<file path="config.mk">
export PLATFORM = sky130hd
export DESIGN_NAME = pacs_top
export DESIGN_NICKNAME = d
export VERILOG_FILES = /design/src/rtl/pacs_pkg.sv /design/src/rtl/pacs_top.sv /design/src/rtl/pacs_ref_div.sv
export SDC_FILE = /design/constraint.sdc
export NUM_CORES = 1
export LEC_CHECK = 0
export ABC_CLOCK_PERIOD_IN_PS = 3500
export BUFFER_PORTS_ARGS = -buffer_cell sky130_fd_sc_hd__buf_2
export CAP_MARGIN = 20
export CORE_UTILIZATION = 54
export CTS_CLUSTER_DIAMETER = 120
export DETAILED_ROUTE_END_ITERATION = 10
export PLACE_DENSITY = 0.91
export SLEW_MARGIN = 20
export SYNTH_ARGS = -nofsm -noshare
export SYNTH_HDL_FRONTEND = slang
export SYNTH_SLANG_ARGS = --single-unit
</file>
<file path="constraint.sdc">
create_clock -name pclk -period 3.5 [get_ports pclk]
set_clock_uncertainty 0.1 [all_clocks]
set_input_delay 0.175 -clock pclk [delete_from_list [all_inputs] [get_ports pclk]]
set_output_delay 0.175 -clock pclk [all_outputs]
set_load 0.02 [all_outputs]
</file>
<file path="src/rtl/pacs_pkg.sv">
package pacs_pkg;

    // ----------------------------------------------------------------
    // timing
    // ----------------------------------------------------------------
    localparam int unsigned CLK_PERIOD_PS = 8000;
    localparam int unsigned T_PA_ON_NS    = 62500;
    localparam int unsigned T_RECAL_NS    = 6500;
    localparam int unsigned T_RX_NS       = 70000;
    localparam int unsigned T_PA_OFF_NS   = 100;
    // nearest whole cycle, except PA_OFF_CYC which rounds down
    localparam int unsigned PA_ON_CYC =
        (T_PA_ON_NS * 1000 + CLK_PERIOD_PS / 2) / CLK_PERIOD_PS;
    localparam int unsigned RECAL_CYC =
        (T_RECAL_NS * 1000 + CLK_PERIOD_PS / 2) / CLK_PERIOD_PS;
    localparam int unsigned RX_CYC =
        (T_RX_NS * 1000 + CLK_PERIOD_PS / 2) / CLK_PERIOD_PS;
    localparam int unsigned PA_OFF_CYC =
        (T_PA_OFF_NS * 1000) / CLK_PERIOD_PS;
    localparam int unsigned CNT_W = 14;

    // ----------------------------------------------------------------
    // reference divider
    // ----------------------------------------------------------------
    localparam logic [3:0] DIV_LO = 4'h6;
    localparam logic [3:0] DIV_HI = 4'hc;

    // ----------------------------------------------------------------
    // register map
    // ----------------------------------------------------------------
    localparam logic [11:0] CFG0_ADDR   = 12'h000;
    localparam logic [11:0] TEST_ADDR   = 12'h004;
    localparam logic [11:0] STAT_ADDR   = 12'h008;
    localparam int unsigned DIV_SEL_POS = 1;
    localparam int unsigned PSTEP_POS   = 5;
    localparam logic [5:0]  CFG0_RST    = 6'h00;
    localparam logic [2:0]  PROBE_RST   = 3'h0;

    typedef struct packed {
        logic lock_fault;
        logic supply_fault;
    } pacs_fault_t;

    typedef struct packed {
        logic amp_en;
        logic recal;
        logic rx_mode;
        logic probe_on;
    } pacs_stat_t;

endpackage

</file>
<file path="src/rtl/pacs_top.sv">
`timescale 1ns/1ps
module pacs_top
    import pacs_pkg::*;
(
    // apb
    input  wire logic        pclk,
    input  wire logic        presetn,
    input  wire logic        psel,
    input  wire logic        penable,
    input  wire logic        pwrite,
    input  wire logic [11:0] paddr,
    input  wire logic [31:0] pwdata,
    output logic      [31:0] prdata,
    output logic             pready,
    output logic             pslverr,
    // pins
    input  wire logic        tx_rx_select_in,
    input  wire logic        pll_lock_in,
    input  wire logic        supply_low_in,
    output logic             amp_enable_out,
    output logic             power_step_pin_o,
    output logic             power_step_pin_oe,
    output logic             signal_strength_probe,
    // sequencing events
    output logic             recal_start,
    output logic             rx_mode,
    output logic             cmp_tick
);

    // ----------------------------------------------------------------
    // synchronisers
    // ----------------------------------------------------------------
    logic [2:0] s1_q;
    logic [2:0] s2_q;
    logic       sel_prev_q;

    always_ff @(posedge pclk or negedge presetn) begin
        if (!presetn) begin
            // idle levels: supply ok, pll locked, select high
            s1_q <= 3'h3;
            s2_q <= 3'h3;
        end else begin
            s1_q <= {supply_low_in, pll_lock_in, tx_rx_select_in};
            s2_q <= s1_q;
        end
    end

    logic sel;
    logic sel_rise;
    logic sel_fall;
    assign sel      = s2_q[0];
    assign sel_rise = sel & ~sel_prev_q;
    assign sel_fall = ~sel & sel_prev_q;

    always_ff @(posedge pclk or negedge presetn) begin
        if (!presetn) begin
            sel_prev_q <= 1'b1;
        end else begin
            sel_prev_q <= sel;
        end
    end

    // ----------------------------------------------------------------
    // registers
    // ----------------------------------------------------------------
    logic [5:0] cfg0_q;
    logic [2:0] probe_q;
    logic       wr_en;
    logic       rd_en;
    logic       addr_ok;

    function automatic logic addr_hit(input logic [11:0] a);
        addr_hit = (a == CFG0_ADDR) || (a == TEST_ADDR) ||
                   (a == STAT_ADDR);
    endfunction

    assign pready  = 1'b1;
    assign addr_ok = addr_hit(paddr);
    assign wr_en   = psel & penable & pwrite;
    assign rd_en   = psel & ~penable & ~pwrite;
    assign pslverr = psel & penable & ~addr_ok;

    always_ff @(posedge pclk or negedge presetn) begin
        if (!presetn) begin
            cfg0_q <= CFG0_RST;
        end else if (wr_en && paddr == CFG0_ADDR) begin
            cfg0_q <= pwdata[5:0];
        end
    end

    always_ff @(posedge pclk or negedge presetn) begin
        if (!presetn) begin
            probe_q <= PROBE_RST;
        end else if (wr_en && paddr == TEST_ADDR) begin
            probe_q <= pwdata[2:0];
        end
    end

    // ----------------------------------------------------------------
    // reference divider
    // ----------------------------------------------------------------
    pacs_ref_div u_div (
        .pclk               (pclk),
        .presetn            (presetn),
        .divide_select_bit0 (cfg0_q[DIV_SEL_POS]),
        .cmp_tick           (cmp_tick)
    );

    // ----------------------------------------------------------------
    // slot timer
    // ----------------------------------------------------------------
    // one counter serves both directions; it restarts on every edge
    logic [CNT_W-1:0] cnt_q;
    logic             tx_slot;
    assign tx_slot = ~sel;

    always_ff @(posedge pclk or negedge presetn) begin
        if (!presetn) begin
            cnt_q <= '0;
        end else if (sel_rise || sel_fall) begin
            cnt_q <= '0;
        end else if (cnt_q != {CNT_W{1'b1}}) begin
            cnt_q <= cnt_q + 1'b1;
        end
    end

    logic pa_time_q;
    always_ff @(posedge pclk or negedge presetn) begin
        if (!presetn) begin
            pa_time_q <= 1'b0;
        end else if (sel_rise) begin
            pa_time_q <= 1'b0;
        end else if (tx_slot && cnt_q == CNT_W'(PA_ON_CYC - 1)) begin
            pa_time_q <= 1'b1;
        end
    end

    always_ff @(posedge pclk or negedge presetn) begin
        if (!presetn) begin
            recal_start <= 1'b0;
        end else begin
            recal_start <= sel && !sel_rise &&
                           cnt_q == CNT_W'(RECAL_CYC - 2);
        end
    end

    always_ff @(posedge pclk or negedge presetn) begin
        if (!presetn) begin
            rx_mode <= 1'b0;
        end else if (!sel) begin
            rx_mode <= 1'b0;
        end else if (!sel_rise && cnt_q == CNT_W'(RX_CYC - 2)) begin
            rx_mode <= 1'b1;
        end
    end

    // ----------------------------------------------------------------
    // fault latches
    // ----------------------------------------------------------------
    pacs_fault_t flt_q;
    logic        lock_bad;
    logic        supply_bad;
    assign lock_bad   = ~s2_q[1];
    assign supply_bad = s2_q[2];

    always_ff @(posedge pclk or negedge presetn) begin
        if (!presetn) begin
            flt_q <= '0;
        end else if (sel_rise) begin
            flt_q <= '0;
        end else if (tx_slot) begin
            flt_q.lock_fault   <= flt_q.lock_fault | lock_bad;
            flt_q.supply_fault <= flt_q.supply_fault | supply_bad;
        end
    end

    // drop is combinational on the synced edge: well under 0.1us
    assign amp_enable_out = pa_time_q & tx_slot & ~lock_bad & ~supply_bad
                          & ~flt_q.lock_fault
                          & ~flt_q.supply_fault;

    // ----------------------------------------------------------------
    // power step pin
    // ----------------------------------------------------------------
    logic pstep_q;
    logic probe_on;
    assign probe_on = (probe_q != 3'h0);

    always_ff @(posedge pclk or negedge presetn) begin
        if (!presetn) begin
            pstep_q <= 1'b0;
        end else if (sel_fall) begin
            pstep_q <= cfg0_q[PSTEP_POS];
        end
    end

    // probe use releases the pin so analog paths can observe it
    assign power_step_pin_o      = 1'b0;
    assign power_step_pin_oe     = pstep_q & ~probe_on;
    assign signal_strength_probe = probe_on;

    // ----------------------------------------------------------------
    // read data
    // ----------------------------------------------------------------
    pacs_stat_t stat;
    assign stat = '{amp_en: amp_enable_out, recal: recal_start,
                    rx_mode: rx_mode, probe_on: probe_on};

    always_ff @(posedge pclk or negedge presetn) begin
        if (!presetn) begin
            prdata <= 32'h0000_0000;
        end else if (rd_en) begin
            unique case (paddr)
                CFG0_ADDR: prdata <= {26'h0, cfg0_q};
                TEST_ADDR: prdata <= {29'h0, probe_q};
                STAT_ADDR: prdata <= {25'h0, pstep_q, flt_q, stat};
                default:   prdata <= 32'h0000_0000;
            endcase
        end
    end
endmodule // pacs_top

</file>
<file path="src/rtl/pacs_ref_div.sv">
`timescale 1ns/1ps
module pacs_ref_div
    import pacs_pkg::*;
(
    // clock and reset
    input  wire logic pclk,
    input  wire logic presetn,
    // control
    input  wire logic divide_select_bit0,
    // output
    output logic      cmp_tick
);

    logic [3:0] cnt_q;
    logic [3:0] lim;

    assign lim = divide_select_bit0 ? DIV_HI : DIV_LO;

    always_ff @(posedge pclk or negedge presetn) begin
        if (!presetn) begin
            cnt_q <= 4'h0;
        end else if (cnt_q >= lim - 4'h1) begin
            cnt_q <= 4'h0;
        end else begin
            cnt_q <= cnt_q + 4'h1;
        end
    end

    assign cmp_tick = (cnt_q == 4'h0);

endmodule // pacs_ref_div

</file>
### Yosys cells after proc, flatten, opt, wreduce, memory -nomap -nowiden

Index checks and enable logic that the tools add are counted.

| word-level totals | value |
|---|---|
| output and inout port bits | 41 |
| logic and storage cells | 77 |
| bits in registers | 72 |

| cells by class | value |
|---|---|
| bitwise logic cells | 25 |
| reduce and logical (&&, ||, !) cells | 15 |
| multiplexer cells | 11 |
| order comparisons | 1 |
| $add $sub $neg | 3 |
| equal/unequal tests | 8 |

Operator list:

| kind | count |
|---|---|
| $mux 14 | 2 |
| $pmux 7 s3 | 1 |
| $add 14x1->14 const B | 1 |
| $eq 14x10->1 const B | 1 |
| $eq 14x13->1 const B | 1 |
| $eq 14x14->1 const B | 1 |
| $ne 14x14->1 const B | 1 |
| $and 1x1->1 | 13 |
| $eq 12x3->1 const B | 1 |
| $eq 12x4->1 const B | 1 |
| $logic_not 12->1 | 1 |
| $not 1->1 | 10 |
| $mux 4 | 2 |
| $logic_and 1x1->1 | 6 |
| $add 4x1->4 const B | 1 |
| $ge 4x4->1 | 1 |
| $logic_not 4->1 | 1 |
| $mux 1 | 4 |
| $mux 2 | 2 |
| $ne 2x1->1 const B | 2 |
| $reduce_bool 2->1 | 2 |
| $sub 4x1->4 const B | 1 |
| $logic_or 1x1->1 | 3 |
| $reduce_bool 3->1 | 1 |
| other kinds (2) | 3 |

### Depth between registers and ports, before layout

| depth | value |
|---|---|
| depth in word-level cells | 7 |
| mapped depth | 6 |
| gate-level depth less buffers | 6 |

### By module

Synthesis repeated with hierarchy kept, for this count alone.

| unflattened totals | value |
|---|---|
| cell total of the unflattened synthesis | 251 |
| area total of the unflattened synthesis | 2603.7 um2 |

By module, submodules not included:

| module | area an instance (um2) | instances | seq. area each (um2) | cells each |
|---|---|---|---|---|
| pacs_top | 2358.5 | 1 | 1082.3 | 226 |
| pacs_ref_div | 245.2 | 1 | 100.1 | 25 |

### Least setup slack after synthesis

OpenSTA, ideal clock, no wires.

| timing path | value |
|---|---|
| kind | register to register |
| from | register s2_q[0] |
| to | register cnt_q[0] |
| period minus slack after synthesis | 2.082 ns |
| arrival time | 1.855 ns |
| required time | 3.273 ns |
| stages on the path, launching flop included | 7 |
| slack | 1.418 ns |
| setup time | 0.127 ns |
| cell sequence | dfstp_2 inv_1 ha_1 inv_1 nor3_1 nand2_1 mux2i_1 |

| on the way | value |
|---|---|
| word-level cells in the longest chain between the ends | 4 |
| elaborated cells on any way between the ends | 6 |
| those cells by class | mux (1); bitwise (3); reduce/logical (2) |

RTL lines:

| element | line | source |
|---|---|---|
| from (decl) | pacs_top.sv:34 | `logic [2:0] s2_q;` |
| from (signal assigned) | pacs_top.sv:44 | `s2_q <= s1_q;` |
| $not 1->1 | pacs_top.sv:53 | `assign sel_fall = ~sel & sel_prev_q;` |
| $and 1x1->1 | pacs_top.sv:53 |  |
| $logic_or 1x1->1 (*) | pacs_top.sv:120 | `end else if (sel_rise \|\| sel_fall) begin` |
| $mux 14 or $reduce_bool 2->1 (tied branches) | -- |  |
| to (signal assigned) | pacs_top.sv:123 | `cnt_q <= cnt_q + 1'b1;` |
| to (decl) | pacs_top.sv:113 | `logic [CNT_W-1:0] cnt_q;` |

Every way passes the cells marked *; elsewhere a longest branch is shown, timed or not.
A chain may end at the register's enable or synchronous reset.

### Worst setup path after layout

| timing path | value |
|---|---|
| from | register s2_q[0] |
| to | register cnt_q[6] |

The elaborated chain is that of the path after synthesis.

==> impl_results.md <==
* PortBufs at 39
* Yosys warns at 0
* Gr usage total at 0.219
* CP Max Fanout at 17
* Slowest-stage cell, CP: dfstp_2
* Layout cells sized above 1 at 0.195
* Placer Congestion at 0.957
* Worst Setup End Kind: flip-flop
* Final Hold Vio Count at 0
* Number of max-cap violations at 0
* Worst Setup Start Kind: flip-flop
* Status: finished with violations
* Syn Area/Cell at 10.0 µm²
* 1st-pass router iterations at 8
* Initial Util at 0.579
* Grt total ovfl at 0
* Io pins at 93
* Vias in the first global route at 1,855
* Nets at 368
* Relative slew slack at 0.599
* Minimum clock period at 2530 ps
* Clock Latency Late Sink at 310 ps
* Post-synth EDFFs at 0
* First-pass GRT wire length at 8540 µm
* Mapped Area at 2590 µm²
* Critical path type: reg -> reg
* Tcrit/Tclk final at 0.724
* RSZ-0062 raised after global routing: no
* Async S/R FF share, synth at 1.00
* FMAX at 0.395 GHz
* Setup TNS at 0 ps
* CP Buf/Inv Count at 3
* Commonest cells after routing, fill and taps aside: dfrtp_1 (42), buf_2 (38), conb_1 (27)
* Drt wl/cell at 14.1 µm
* Critical path's top delay family: simple AND/OR/NAND/NOR gates
* Clock edge transition at the registers on the reported setup and hold paths at 90 ps
* CTS tree: done
* CTS Buf Count at 5
* Sequential element share of the synthesized area at 0.456
* Row count at 24
* CTS Root Cell: clkbuf_8
* # clock sinks at 47
* Initial drt markers at 164
* Fin util at 0.647
* Post-Synthesis Cells at 258
* Hold Crit Class: in -> reg
* Maximum root-to-sink buffer count at 2
* Initial antenna violation count at 0
* Final Non-Filler Cells at 359
* Power Dens Cells at 405 nW/µm²
* Worst-margin pin slew at 597 ps
* Drt drc at 9
* DR vias at 2,046
* Data required time of the worst path at 3620 ps
* #FFs+latches synth at 47
* Most used cell, CP: inv_1
* Post-DP HPWL at 3700 µm
* Failing checks: DRC
* Final WL at 5050 µm
* Synth-to-layout area growth at 11.6%
* Die area at 5080 µm²
* Most common cell after layout, fill and taps aside: dfrtp_1
* Vias per cell at 5.70
* Count of pins over their slew limit at 0
* Leakage at 0.00144 µW
* Final Setup Violations at 0
* H-tree depth at 2
* Ys flop type: dfrtp_1
* Chip width at 71.3 µm
* Slowest cell delay on critical path at 610 ps
* ANT cells at 0
* Routed Antenna Nets at 0
* VDD IR max at 0.385 mV
* Core Region at 4470 µm²
* Die height at 71.3 µm
* Final hold slack at 4.61 ps
* Worst path cell trace: inv_1 > ha_1 > buf_4 > inv_1 > nor3_1 > nand2_1 > a31oi_1
* CP arrival at 2660 ps
* Largest net degree at the start of global routing at 48
* Inst Count DP at 344
* Post-synthesis cell type count at 47
## stage by stage
step	setup WS (ps)	instance area (µm²)	power, µW
floorplan	1420	2690	801
global placement	1060	2740	837
detailed placement	1030	2740	851
CTS	985	2890	1180
global route	824	2890	1230
finish	967	2890	1170
## metal layers
metal  wire length [µm]  GRT usage
met3                342     0.0464
met5                  0          0
met2               2500      0.366
met1               2100      0.281
met4                107     0.0822
## Yosys cell counts (all sizes together), types with 6 or more instances
cell / count / share of area
nand2: 21 / 0.030
dfrtp: 42 / 0.41
inv: 15 / 0.022
nor4: 7 / 0.028
a21oi: 9 / 0.017
ha: 10 / 0.048
buf: 27 / 0.078
nand3: 12 / 0.025
nand4: 6 / 0.014
mux2i: 12 / 0.046
nor2: 23 / 0.033
nor3: 6 / 0.014
mux2: 9 / 0.043
## area by class of cell
class	count	area, µm²
fill	337	1580
multi-input combinational	189	1220
sequential	47	1180
timing repair buffer	47	275
clock buffer	6	72.6
tap	52	65.1
inverter	16	60.1
clock inverter	2	12.5
## flip-flops by register name, summed over array words and instances (netlist names)
| signal | cells |
|---|---|
| cfg0_q | 6 |
| cnt_q | 14 |
| flt_q | 2 |
| pa_time_q | 1 |
| prdata | 7 |
| probe_q | 3 |
| pstep_q | 1 |
| recal_start | 1 |
| rx_mode | 1 |
| s1_q | 3 |
| s2_q | 3 |
| sel_prev_q | 1 |
| u_div.cnt_q | 4 |
## final timing paths
path / from / cells after the start / end / slack, ps
worst min-delay path: pwdata[2] / 2 / cfg0_q[2] / 5
worst max-delay path: s2_q[0] / 7 / cnt_q[6] / 970
min in group asynchronous: presetn / 2 / prdata[5] / 300
worst max register to register: s2_q[0] / 7 / cnt_q[6] / 970
worst min register to register: s1_q[0] / 0 / s2_q[0] / 260
max in group asynchronous: presetn / 2 / s2_q[0] / 2610
## power by group
part	leakage (µW)	switching (µW)	internal [µW]
registers	0.000618	41.8	581
logic	0.000780	136	89.3
clock network	0.0000412	185	140
total	0.00144	363	810
## repair_timing
action	in CTS	in global routing
hold buffers	7	0
resized for setup	0	0
endpoints found under the hold margin	48	0
endpoints found under the setup margin	0	0
buffers inserted	0	0
## kinds of logic after synthesis
kind of cell | Yosys count | synth area share
flops | 47 | 0.456
other cells | 2 | 0.00290
compound gates | 33 | 0.0850
buf+inv | 47 | 0.107
fa+ha+maj | 10 | 0.0483
simple gates | 95 | 0.200
mux | 21 | 0.0898
xor+xnor | 3 | 0.0101
Power figures use the tool's default switching activity.
